**src/caf_pkg.sv**
```systemverilog
// Package of constants and types for the CAN acceptance filter block.
package caf_pkg;
    // Register byte offsets on the Wishbone slave.
    localparam logic [7:0] CAF_OFS_SFLC   = 8'h00;
    localparam logic [7:0] CAF_OFS_CTRL   = 8'h04;
    localparam logic [7:0] CAF_OFS_XMASK  = 8'h08;
    localparam logic [7:0] CAF_OFS_EXTCFG = 8'h0C;
    localparam logic [7:0] CAF_OFS_IRQ    = 8'h10;
    localparam logic [7:0] CAF_OFS_IE     = 8'h14;
    localparam logic [7:0] CAF_OFS_HIGH_PRIORITY_MSG_STATUS   = 8'h18;
    localparam logic [7:0] CAF_OFS_RES    = 8'h1C;
    localparam logic [7:0] CAF_OFS_FRAME  = 8'h20;
    localparam logic [7:0] CAF_OFS_ELEM0  = 8'h40;
    // Field positions.
    localparam int CAF_LSS_HI   = 23;
    localparam int CAF_LSS_LO   = 16;
    localparam int CAF_SA_HI    = 15;
    localparam int CAF_SA_LO    = 2;
    localparam int CAF_EXT_ELEMENT_CONFIG_HI  = 31;
    localparam int CAF_EXT_ELEMENT_CONFIG_LO  = 29;
    localparam int CAF_EFT_HI   = 31;
    localparam int CAF_EFT_LO   = 30;
    localparam int CAF_ID_HI    = 28;
    localparam int CAF_CCE_BIT  = 0;
    localparam int CAF_INIT_BIT = 1;
    // Reset values and limits.
    localparam logic [31:0] CAF_RST_SFLC  = 32'h0000_0000;
    localparam logic [28:0] CAF_RST_XMASK = 29'h1FFF_FFFF;
    localparam logic [7:0]  CAF_LSS_MAX   = 8'h80;
    localparam logic [31:0] CAF_UNMAPPED  = 32'h0000_0000;

    typedef enum logic [2:0] {
        CAF_EC_DISABLE = 3'h0,
        CAF_EC_STF0    = 3'h1,
        CAF_EC_STF1    = 3'h2,
        CAF_EC_REJECT  = 3'h3,
        CAF_EC_PRIO    = 3'h4,
        CAF_EC_PRIF0   = 3'h5,
        CAF_EC_PRIF1   = 3'h6,
        CAF_EC_RXBUF   = 3'h7
    } caf_ecfg_t;

    typedef enum logic [1:0] {
        CAF_FT_MRANGE  = 2'h0,
        CAF_FT_DUAL    = 2'h1,
        CAF_FT_CLASSIC = 2'h2,
        CAF_FT_RANGE   = 2'h3
    } caf_ftype_t;

    // Result destinations reported on the result port.
    typedef enum logic [2:0] {
        CAF_DST_NONE   = 3'h0,
        CAF_DST_FIFO0  = 3'h1,
        CAF_DST_FIFO1  = 3'h2,
        CAF_DST_REJECT = 3'h3,
        CAF_DST_RXBUF  = 3'h4
    } caf_dest_t;

    typedef enum logic [1:0] {
        CAF_ST_IDLE = 2'b00,
        CAF_ST_READ = 2'b01,
        CAF_ST_EVAL = 2'b11,
        CAF_ST_DONE = 2'b10
    } caf_state_t;
endpackage
```
**src/caf_acceptance_filter.sv**
```systemverilog
// Acceptance filter: standard list config and extended element evaluation.
//
// Design decisions made here: the Wishbone slave port and the address map.
module caf_acceptance_filter
    import caf_pkg::*;
#(
    parameter int NEXT = 16,
    parameter int EAW  = 5
) (
    input  wire logic        clk,
    input  wire logic        rstn,
    input  wire logic        wb_cyc_i,
    input  wire logic        wb_stb_i,
    input  wire logic        wb_we_i,
    input  wire logic [7:0]  wb_adr_i,
    input  wire logic [3:0]  wb_sel_i,
    input  wire logic [31:0] wb_dat_i,
    output logic      [31:0] wb_dat_o,
    output logic             wb_ack_o,
    input  wire logic        frameValid,
    input  wire logic [28:0] frameId,
    output logic             frameReady,
    output logic             resultValid,
    output logic [2:0]       resultDest,
    output logic [5:0]       resultIndex,
    output logic             highPriorityMatchIrq,
    output logic [7:0]       stdListSize,
    output logic [15:0]      stdListStartAddr
);

    ////////////////////////////////////////////////////////////////////////
    // Operation
    // - List size lives in bits 23:16, start address in bits 15:0.
    // - Size zero means no standard elements; 1..128 gives element count.
    // - Any size above 128 acts as 128 elements.
    // - Start address is a word address; bits 1:0 unused.
    // - Start address bits 1:0 always read back as zero.
    // - Check enabled extended elements in order; stop at first match.
    // - First word: config in 31:29, first identifier in 28:0.
    // - Codes 4, 5, 6 set priority flag and raise enabled interrupt.
    // - Priority match updates the priority message status register.
    // - Code 0 disables an element; it is skipped.
    // - Code 1 stores in FIFO 0, code 2 in FIFO 1.
    // - Code 3 rejects the matching frame.
    // - Code 4 flags only; 5 flags plus FIFO 0; 6 flags plus FIFO 1.
    // - Code 7 stores to dedicated buffer; filter type ignored.
    // - Dedicated buffer match is exact after the global mask only.
    // - Second word: filter type 31:30, second identifier 28:0.
    // - Type 0 is an inclusive masked range from first to second.
    // - Type 1 matches either identifier.
    // - Type 2 compares first identifier under the second as mask.
    // - Type 3 is an inclusive range without the global mask.
    ////////////////////////////////////////////////////////////////////////

    typedef struct packed {
        logic [7:0]  std_list_size;
        logic [13:0] sa;
        logic        cce;
        logic        init;
        logic [28:0] xmask;
        logic [5:0]  extCount;
        logic        hpmFlag;
        logic        hpmIe;
        logic [31:0] high_priority_msg_status;
        logic        ack;
        logic [31:0] rdat;
        caf_state_t  st;
        logic [28:0] id;
        logic [EAW:0] idx;
        logic [31:0] w0;
        logic        resV;
        logic [2:0]  dest;
        logic [5:0]  resIdx;
    } caf_regs_t;

    caf_regs_t r_ff;
    caf_regs_t nxt_r;

    logic [31:0]    ramRd;
    logic           ramWe;
    logic [EAW-1:0] ramWa;
    logic [EAW-1:0] ramRa;
    logic           wbReq;
    logic           wrAcc;
    logic [7:0]     elemOfs;
    logic [28:0]    mId;
    logic [28:0]    mId1;
    logic [28:0]    mId2;
    logic           hit;
    logic [2:0]     ecfg;
    logic [EAW:0]   lastIdx;

    assign wbReq   = wb_cyc_i && wb_stb_i && !r_ff.ack;
    assign wrAcc   = wbReq && wb_we_i;
    assign elemOfs = wb_adr_i - CAF_OFS_ELEM0;
    assign ramWe   = wrAcc && wb_adr_i >= CAF_OFS_ELEM0
                     && elemOfs[7:2] < 6'(2 * NEXT);
    assign ramWa   = elemOfs[EAW+1:2];
    // Even words hold config and first id, odd words type and second id.
    // The first word is addressed in READ and lands in EVAL; the second
    // follows one cycle later, so DONE sees both words without a stall.
    assign ramRa   = (r_ff.st == CAF_ST_EVAL) ? {r_ff.idx[EAW-2:0], 1'b1}
                                              : {r_ff.idx[EAW-2:0], 1'b0};

    caf_elem_ram #(.AW(EAW)) u_ram (
        .clk    (clk),
        .wrEn   (ramWe),
        .wrAddr (ramWa),
        .wrData (wb_dat_i),
        .rdAddr (ramRa),
        .rdData (ramRd)
    );

    ////////////////////////////////////////////////////////////////////////
    // Match evaluation on the captured first word and live second word.
    always_comb begin
        ecfg = r_ff.w0[CAF_EXT_ELEMENT_CONFIG_HI:CAF_EXT_ELEMENT_CONFIG_LO];
        mId1 = r_ff.w0[CAF_ID_HI:0];
        mId2 = ramRd[CAF_ID_HI:0];
        mId  = r_ff.id & r_ff.xmask;
        hit  = 1'b0;
        if (ecfg == CAF_EC_RXBUF) begin
            hit = (mId == mId1);
        end else begin
            case (caf_ftype_t'(ramRd[CAF_EFT_HI:CAF_EFT_LO]))
                CAF_FT_MRANGE:  hit = mId >= mId1 && mId <= mId2;
                CAF_FT_DUAL:    hit = mId == mId1 || mId == mId2;
                CAF_FT_CLASSIC: hit = (mId & mId2) == (mId1 & mId2);
                CAF_FT_RANGE:   hit = r_ff.id >= mId1 && r_ff.id <= mId2;
                default:        hit = 1'b0;
            endcase
        end
    end

    assign lastIdx = (EAW+1)'(r_ff.extCount);

    ////////////////////////////////////////////////////////////////////////
    always_comb begin
        nxt_r      = r_ff;
        nxt_r.ack  = wbReq;
        nxt_r.resV = 1'b0;
        nxt_r.rdat = CAF_UNMAPPED;
        if (wbReq && !wb_we_i) begin
            case (wb_adr_i)
                CAF_OFS_SFLC:   nxt_r.rdat = {8'h00, r_ff.std_list_size,
                                              r_ff.sa, 2'b00};
                CAF_OFS_CTRL:   nxt_r.rdat = {30'h0, r_ff.init, r_ff.cce};
                CAF_OFS_XMASK:  nxt_r.rdat = {3'b000, r_ff.xmask};
                CAF_OFS_EXTCFG: nxt_r.rdat = {26'h0, r_ff.extCount};
                CAF_OFS_IRQ:    nxt_r.rdat = {31'h0, r_ff.hpmFlag};
                CAF_OFS_IE:     nxt_r.rdat = {31'h0, r_ff.hpmIe};
                CAF_OFS_HIGH_PRIORITY_MSG_STATUS:   nxt_r.rdat = r_ff.high_priority_msg_status;
                CAF_OFS_RES:    nxt_r.rdat = {22'h0, r_ff.resV, r_ff.resIdx,
                                              r_ff.dest};
                default:        nxt_r.rdat = CAF_UNMAPPED;
            endcase
        end
        if (wrAcc) begin
            case (wb_adr_i)
                CAF_OFS_SFLC: begin
                    if (r_ff.cce && r_ff.init) begin
                        if (wb_sel_i[2]) begin
                            nxt_r.std_list_size = wb_dat_i[CAF_LSS_HI:CAF_LSS_LO];
                        end
                        if (wb_sel_i[1]) begin
                            nxt_r.sa[13:6] = wb_dat_i[15:8];
                        end
                        if (wb_sel_i[0]) begin
                            nxt_r.sa[5:0] = wb_dat_i[7:CAF_SA_LO];
                        end
                    end
                end
                CAF_OFS_CTRL: if (wb_sel_i[0]) begin
                    nxt_r.cce  = wb_dat_i[CAF_CCE_BIT];
                    nxt_r.init = wb_dat_i[CAF_INIT_BIT];
                end
                CAF_OFS_XMASK:  nxt_r.xmask = wb_dat_i[CAF_ID_HI:0];
                CAF_OFS_EXTCFG: nxt_r.extCount = (wb_dat_i[5:0] > 6'(NEXT))
                                    ? 6'(NEXT) : wb_dat_i[5:0];
                CAF_OFS_IE:     nxt_r.hpmIe = wb_dat_i[0];
                default: ;
            endcase
        end
        // Write one clears; a set in the same cycle wins below.
        if (wrAcc && wb_adr_i == CAF_OFS_IRQ && wb_dat_i[0]) begin
            nxt_r.hpmFlag = 1'b0;
        end
        case (r_ff.st)
            CAF_ST_IDLE: begin
                if (frameValid) begin
                    nxt_r.id  = frameId;
                    nxt_r.idx = '0;
                    nxt_r.st  = CAF_ST_READ;
                end
            end
            CAF_ST_READ: begin
                if (r_ff.idx >= lastIdx) begin
                    nxt_r.resV = 1'b1;
                    nxt_r.dest = CAF_DST_NONE;
                    nxt_r.st   = CAF_ST_IDLE;
                end else begin
                    nxt_r.st = CAF_ST_EVAL;
                end
            end
            CAF_ST_EVAL: begin
                nxt_r.w0 = ramRd;
                nxt_r.st = CAF_ST_DONE;
            end
            CAF_ST_DONE: begin
                if (ecfg == CAF_EC_DISABLE || !hit) begin
                    nxt_r.idx = r_ff.idx + 1'b1;
                    nxt_r.st  = CAF_ST_READ;
                end else begin
                    nxt_r.resV   = 1'b1;
                    nxt_r.resIdx = 6'(r_ff.idx);
                    nxt_r.st     = CAF_ST_IDLE;
                    case (caf_ecfg_t'(ecfg))
                        CAF_EC_STF0,
                        CAF_EC_PRIF0:  nxt_r.dest = CAF_DST_FIFO0;
                        CAF_EC_STF1,
                        CAF_EC_PRIF1:  nxt_r.dest = CAF_DST_FIFO1;
                        CAF_EC_REJECT: nxt_r.dest = CAF_DST_REJECT;
                        CAF_EC_RXBUF:  nxt_r.dest = CAF_DST_RXBUF;
                        default:       nxt_r.dest = CAF_DST_NONE;
                    endcase
                    if (ecfg[2] && ecfg != CAF_EC_RXBUF) begin
                        nxt_r.hpmFlag = 1'b1;
                        nxt_r.high_priority_msg_status = {8'h00, 2'b00, ecfg, 1'b1,
                                      6'(r_ff.idx), 12'h000};
                    end
                end
            end
            default: nxt_r.st = CAF_ST_IDLE;
        endcase
    end

    always_ff @(posedge clk) begin
        if (!rstn) begin
            r_ff       <= '0;
            r_ff.std_list_size   <= CAF_RST_SFLC[CAF_LSS_HI:CAF_LSS_LO];
            r_ff.sa    <= CAF_RST_SFLC[CAF_SA_HI:CAF_SA_LO];
            r_ff.xmask <= CAF_RST_XMASK;
            r_ff.st    <= CAF_ST_IDLE;
        end else begin
            r_ff <= nxt_r;
        end
    end

    ////////////////////////////////////////////////////////////////////////
    // Outputs. The standard list length is clamped for downstream walkers.
    assign wb_ack_o             = r_ff.ack;
    assign wb_dat_o             = r_ff.rdat;
    assign frameReady           = (r_ff.st == CAF_ST_IDLE);
    assign resultValid          = r_ff.resV;
    assign resultDest           = r_ff.dest;
    assign resultIndex          = r_ff.resIdx;
    assign highPriorityMatchIrq = r_ff.hpmFlag && r_ff.hpmIe;
    assign stdListSize          = (r_ff.std_list_size > CAF_LSS_MAX) ? CAF_LSS_MAX
                                                           : r_ff.std_list_size;
    assign stdListStartAddr     = {r_ff.sa, 2'b00};

    ////////////////////////////////////////////////////////////////////////
    a_size_clamp: assert property (@(posedge clk) disable iff (!rstn)
        stdListSize <= CAF_LSS_MAX)
        else $error("list size above limit");
    a_addr_low: assert property (@(posedge clk) disable iff (!rstn)
        wb_ack_o && $past(wb_adr_i) == CAF_OFS_SFLC |-> wb_dat_o[1:0] == 2'b00)
        else $error("start address low bits not zero");
    a_cfg_locked: assert property (@(posedge clk) disable iff (!rstn)
        !(r_ff.cce && r_ff.init) |=> $stable(r_ff.std_list_size) && $stable(r_ff.sa))
        else $error("config changed while locked");
    a_prio_irq: assert property (@(posedge clk) disable iff (!rstn)
        r_ff.st == CAF_ST_DONE && hit && ecfg inside {3'h4, 3'h5, 3'h6}
        |=> r_ff.hpmFlag)
        else $error("priority flag not set");
    a_reject_dst: assert property (@(posedge clk) disable iff (!rstn)
        r_ff.st == CAF_ST_DONE && hit && ecfg == 3'h3
        |=> resultValid && resultDest == CAF_DST_REJECT)
        else $error("reject not reported");
    a_skip_off: assert property (@(posedge clk) disable iff (!rstn)
        r_ff.st == CAF_ST_DONE && ecfg == 3'h0 |=> r_ff.st == CAF_ST_READ)
        else $error("disabled element not skipped");
    a_fifo_dst: assert property (@(posedge clk) disable iff (!rstn)
        r_ff.st == CAF_ST_DONE && hit && ecfg == 3'h1
        |=> resultDest == CAF_DST_FIFO0)
        else $error("fifo0 destination wrong");
    a_scan_end: assert property (@(posedge clk) disable iff (!rstn)
        r_ff.st == CAF_ST_READ && r_ff.idx >= lastIdx
        |=> resultValid && resultDest == CAF_DST_NONE && frameReady)
        else $error("end of list not reported");
    a_high_priority_msg_status_upd: assert property (@(posedge clk) disable iff (!rstn)
        $rose(r_ff.hpmFlag) |-> r_ff.high_priority_msg_status[18])
        else $error("priority status not updated");
    a_fifo1_dst: assert property (@(posedge clk) disable iff (!rstn)
        r_ff.st == CAF_ST_DONE && hit && ecfg == 3'h2
        |=> resultValid && resultDest == CAF_DST_FIFO1)
        else $error("fifo1 destination wrong");
    // A priority hit that also stores must report both at once.
    a_prio_fifo0: assert property (@(posedge clk) disable iff (!rstn)
        r_ff.st == CAF_ST_DONE && hit && ecfg == 3'h5
        |=> resultValid && resultDest == CAF_DST_FIFO0 && r_ff.hpmFlag)
        else $error("priority fifo0 hit wrong");
    a_prio_fifo1: assert property (@(posedge clk) disable iff (!rstn)
        r_ff.st == CAF_ST_DONE && hit && ecfg == 3'h6
        |=> resultValid && resultDest == CAF_DST_FIFO1 && r_ff.hpmFlag)
        else $error("priority fifo1 hit wrong");
    a_prio_only: assert property (@(posedge clk) disable iff (!rstn)
        r_ff.st == CAF_ST_DONE && hit && ecfg == 3'h4
        |=> resultValid && resultDest == CAF_DST_NONE)
        else $error("priority only hit stored");
    a_rxbuf_dst: assert property (@(posedge clk) disable iff (!rstn)
        r_ff.st == CAF_ST_DONE && hit && ecfg == 3'h7
        |=> resultValid && resultDest == CAF_DST_RXBUF)
        else $error("dedicated buffer not reported");
    // Codes 1, 2, 3 and 7 must leave the priority flag alone.
    a_no_prio: assert property (@(posedge clk) disable iff (!rstn)
        r_ff.st == CAF_ST_DONE && hit && !wrAcc
        && ecfg inside {3'h1, 3'h2, 3'h3, 3'h7}
        |=> $stable(r_ff.hpmFlag))
        else $error("priority flag set by plain code");
    // A clear only wins when no priority hit lands in the same cycle.
    a_clear_flag: assert property (@(posedge clk) disable iff (!rstn)
        wrAcc && wb_adr_i == CAF_OFS_IRQ && wb_dat_i[0]
        && !(r_ff.st == CAF_ST_DONE && hit && ecfg inside {3'h4, 3'h5, 3'h6})
        |=> !r_ff.hpmFlag)
        else $error("priority flag not cleared");
    // Both ends of a plain range must hit when the range is well formed.
    a_range_ends: assert property (@(posedge clk) disable iff (!rstn)
        r_ff.st == CAF_ST_DONE && ecfg inside {[3'h1:3'h6]}
        && ramRd[CAF_EFT_HI:CAF_EFT_LO] == CAF_FT_RANGE && mId1 <= mId2
        && (r_ff.id == mId1 || r_ff.id == mId2) |=> resultValid)
        else $error("range end point missed");
    a_miss_next: assert property (@(posedge clk) disable iff (!rstn)
        r_ff.st == CAF_ST_DONE && ecfg != 3'h0 && !hit
        |=> r_ff.st == CAF_ST_READ && r_ff.idx == $past(r_ff.idx) + 1'b1)
        else $error("miss did not advance");
    a_size_pass: assert property (@(posedge clk) disable iff (!rstn)
        r_ff.std_list_size <= CAF_LSS_MAX |-> stdListSize == r_ff.std_list_size)
        else $error("list size altered below limit");
    // An open register must take the size lane as written.
    a_lss_write: assert property (@(posedge clk) disable iff (!rstn)
        wrAcc && wb_adr_i == CAF_OFS_SFLC && wb_sel_i[2]
        && r_ff.cce && r_ff.init
        |=> r_ff.std_list_size == $past(wb_dat_i[CAF_LSS_HI:CAF_LSS_LO]))
        else $error("list size write lost");
endmodule

```
**src/caf_elem_ram.sv**
```systemverilog
// Small element memory holding extended filter words, registered read.
module caf_elem_ram #(
    parameter int AW = 6
) (
    input  wire logic          clk,
    input  wire logic          wrEn,
    input  wire logic [AW-1:0] wrAddr,
    input  wire logic [31:0]   wrData,
    input  wire logic [AW-1:0] rdAddr,
    output logic      [31:0]   rdData
);
    logic [31:0] mem [2**AW];

    always_ff @(posedge clk) begin
        if (wrEn) begin
            mem[wrAddr] <= wrData;
        end
        rdData <= mem[rdAddr];
    end
endmodule

```
**config.mk**
```make
export PLATFORM = sky130hd
export DESIGN_NAME = caf_acceptance_filter
export DESIGN_NICKNAME = d
export VERILOG_FILES = /design/src/caf_pkg.sv /design/src/caf_acceptance_filter.sv /design/src/caf_elem_ram.sv
export SDC_FILE = /design/constraint.sdc
export NUM_CORES = 1
export LEC_CHECK = 0
export BUFFER_PORTS_ARGS = -buffer_cell sky130_fd_sc_hd__buf_2
export CORE_MARGIN = 2
export CORE_UTILIZATION = 62
export DETAILED_ROUTE_END_ITERATION = 16
export PLACE_DENSITY_LB_ADDON = 0.12
export SYNTH_ARGS = -nofsm -noshare
export SYNTH_HDL_FRONTEND = slang
export SYNTH_SLANG_ARGS = --single-unit
```
**constraint.sdc**
```tcl
create_clock -name clk -period 3.91 [get_ports clk]
set_input_delay 0.391 -clock clk [delete_from_list [all_inputs] [get_ports clk]]
set_output_delay 0.391 -clock clk [all_outputs]
set_load 0.03 [all_outputs]
```
==> results.md <==
* Status: finished, final reports clean
* CTS tree: yes
* Crit path buffers/inverters at 3
* Row cnt at around 100
* Crit end category: flip-flop
* Initial antenna violation count at 17
* TritonCTS buffer count at 119
* Largest net degree at the start of global routing at 84
* Design area at approximately 57000 um2
* Area post-placement at roughly 53000 um2
* Critical path fanouts, max at 13
* First-pass iteration count of the detailed router at 5
* DRT antenna net count at 0
* Synth unique cells at 66
* Ys async rst share at 0%
* CP max stage delay at between 0.9 and 1 ns
* Critical Path Start Type: flip-flop
* Initial DRC count at around 3.2k
* RD Place Congestion at about 0.94
* Slowest cell on the critical path: a2111oi_0
* RSZ-0062 raised after global routing: no
* Grt ovf at 0
* Vias per cell at about 6.6
* CTS resizes at 0
* Vias in the first global route at approximately 28k
* CTS clk-pin slew, worst paths at 0.06 ns
* DR DRC count at 0
* Final Hold Fails at 0
* Max Freq at about 280 MHz
* Seq/Total Area, Yosys at approximately 70%
* Initial Utilization at between 60% and 70%
* I/O pin count at about 150
* Layout cell share with drive strength beyond 1 at roughly a quarter
* Final Cycle Share at between 90 and 100%
* Worst skew pair latency at ~0.71 ns
* Filler cell count at ~5.0k
* Setup violations, final at 0
* Top Family by Delay on Critical Path: compound AO/OA/AOI/OAI gates
* First-pass GRT wire length at about 190 mm
* P&R area growth vs syn at 13.4%
* Fin Setup TNS at 0 ns
* VDD IR max at around 0.00047 V
* Critical-path cell list: inv_1 > ha_1 > nand2_1 > o21ai_0 > nand3_1 > a2111oi_0 > nor3b_1 > o41ai_4 > buf_4 > nand2_2 > buf_4 > nand2_1 > mux2i_1
* Flops & latches, synth at 1236
* Worst EP required at about 4.5 ns
* Final hold slack at approximately 0.044 ns
* EDFF count, synth at a little over 1k
* Die area at ~84000 um2
* YS warnings at 0
* Post-DP HPWL at roughly 76 mm
* Die width at about 290 um
* Worst hold path type: in -> reg
* Final net count at 3282
* R2R Setup Slk at ~0.34 ns
* Port bufs at ~140
* Core area at 80700 um2
* Die height at around 290 um
* Gr usage total at between 30% and 40%
* Mapped Area at 50600 um2
* Post-DR wirelength/cell at ~32 um
* Max-slew violation count at 0
* Static leakage at roughly 0.02 uW
* Post-Syn Instances at 2855
* Min Tclk post-route at around 3.6 ns
* Maxcap violations at 0
* Dominant synthesized flop cell: edfxtp_1
* Rel. slew slack at around a quarter
* Worst Max-Slew Pin Slew at approximately 1.1 ns
* Post-Syn Area per Cell at 17.7 um2
* CTS Root Cell: clkbuf_16
* Fin Clk Skew at 0.0285 ns
* Sink Count at 1236
* CTS max path bufs at 3
* H-tree Lvls at 3
* Drt total wl at around 130 mm
* Arr. time, crit path at ~4.2 ns
* Crit path kind: reg -> reg
* Vias after detailed routing at 27.7k
* Pwr dens at 567 nW/um2
-- sequential cells by signal, summed over array words and instances (netlist names) --
signal            cells
u_ram.mem          1024
r_ff                 88
u_ram.rdData         32
mId1                 29
wb_dat_o             29
stdListStartAddr     14
lastIdx               6
resultIndex           6
ecfg                  3
resultDest            3
resultValid           1
wb_ack_o              1
-- per-stage QoR --
stage	cells	total power, uW	util (%)	worst slack [ns]
6_report	4206	32500	71.1	0.337
5_1_grt	4205	33500	71.1	0.214
4_1_cts	4205	32600	71.1	0.476
3_5_place_dp	3957	20300	65.5	0.500
3_3_place_gp	3957	20300	65.5	0.528
2_1_floorplan	2859	18600	-	0.583
-- synth_stat cells, types with 3 or more instances --
cell type	number	area (um2)
edfxtp_1	1024	30700
mux4_2	320	7210
dfxtp_1	212	4240
nand2_1	186	698
ha_1	158	1980
nor2_1	133	499
a21oi_1	112	561
clkbuf_1	99	372
inv_1	77	289
mux2i_1	75	751
buf_4	58	435
nand3_1	53	265
and2_1	39	244
a21o_1	32	240
mux2_2	32	360
nand4_1	30	188
a22oi_1	29	218
and3_1	20	125
buf_1	19	71.3
o21ai_0	17	85.1
nor2b_1	12	75.1
a211oi_1	10	75.1
and3b_1	8	70.1
nand2b_1	8	50.1
a21boi_0	7	52.6
nor3_1	6	30.0
nor4_1	5	31.3
o21a_1	5	37.5
o22a_1	5	43.8
and4_1	4	35.0
buf_2	4	20.0
nor3b_1	4	30.0
o21bai_1	4	30.0
o22ai_1	4	25.0
nand3b_1	3	22.5
or3_1	3	18.8
xor2_1	3	26.3
-- layout by cell type (no fill, tap or decap), types with 39 or more instances in the layout --
cell       netlist  layout
inv_1           77      77
nand3_1         53      53
buf_4           58      55
mux4_2         320     320
mux2i_1         75      75
edfxtp_1      1024    1024
nor2_1         133      99
and2_1          39      39
clkbuf_16        0     119
dfxtp_1        212     208
ha_1           158     157
a21oi_1        112     112
buf_2            4     141
nand2_1        186     186
-- cell families after synthesis --
family / synth area share (%)
flops: 69.2
simple gates: 4.80
mux: 16.4
buf+inv: 2.36
compound gates: 3.21
fa+ha+maj: 3.91
xor+xnor: 0.0693
other cells: 0.00742
-- path summary, 6_finish.rpt --
check / start / to / cells after the start
min reg2reg: r_ff[199]$_SDFFE_PN0P_ / wb_dat_o[18]$_SDFF_PN0_ / 2
max: mId1[2]$_SDFFE_PN0P_ / r_ff[43]$_SDFFE_PN0P_ / 13
min: frameId[28] / r_ff[76]$_SDFFE_PN0P_ / 3
max reg2reg: mId1[2]$_SDFFE_PN0P_ / r_ff[43]$_SDFFE_PN0P_ / 13
-- routing by layer --
metal  vias to the layer above  part of all wire [%]  global-route usage, %
li1                      11600                     -                      -
met1                     14300                    37                   43.8
met2                      1511                    50                   53.6
met3                       253                   9.2                   6.26
met4                        14                   3.2                   9.69
met5                         -                 0.072                      0
-- worst register-to-register path: cells and delay by family (launching register included) --
family / cells / cell delay, ns
AO/OA/AOI/OAI: 3 / 1.49
adder cells (fa/ha/maj): 1 / 0.31
buffers and inverters: 3 / 0.48
flip-flops: 1 / 0.36
multiplexers: 1 / 0.20
AND/OR/NAND/NOR: 5 / 0.64
-- power by group --
part           internal, uW  switching, uW  leakage [uW]
logic                  2440           2910       0.00653
registers             14500            341        0.0109
clock network          7380           4960       0.00207
total                 24300           8210        0.0195
-- area by class of cell --
class / count / area, um2 / share of cell area, %
clock buffers: 138 / 3090 / 5.39
flip-flops and latches: 1236 / 35000 / 61.0
clock inverters: 83 / 1160 / 2.02
multi-input cells: 1365 / 14700 / 25.6
repair buffers: 245 / 1830 / 3.19
diodes: 1 / 2.50 / 0.00436
well taps: 1060 / 1330 / 2.31
inverters: 78 / 294 / 0.513
-- what timing repair did --
action | 4_1_cts | 5_1_grt
endpoints found under the hold margin | 27 | 0
hold buffers | 27 | 0
setup buffers | 0 | 0
No activity file was read; power rests on OpenSTA's default activity.
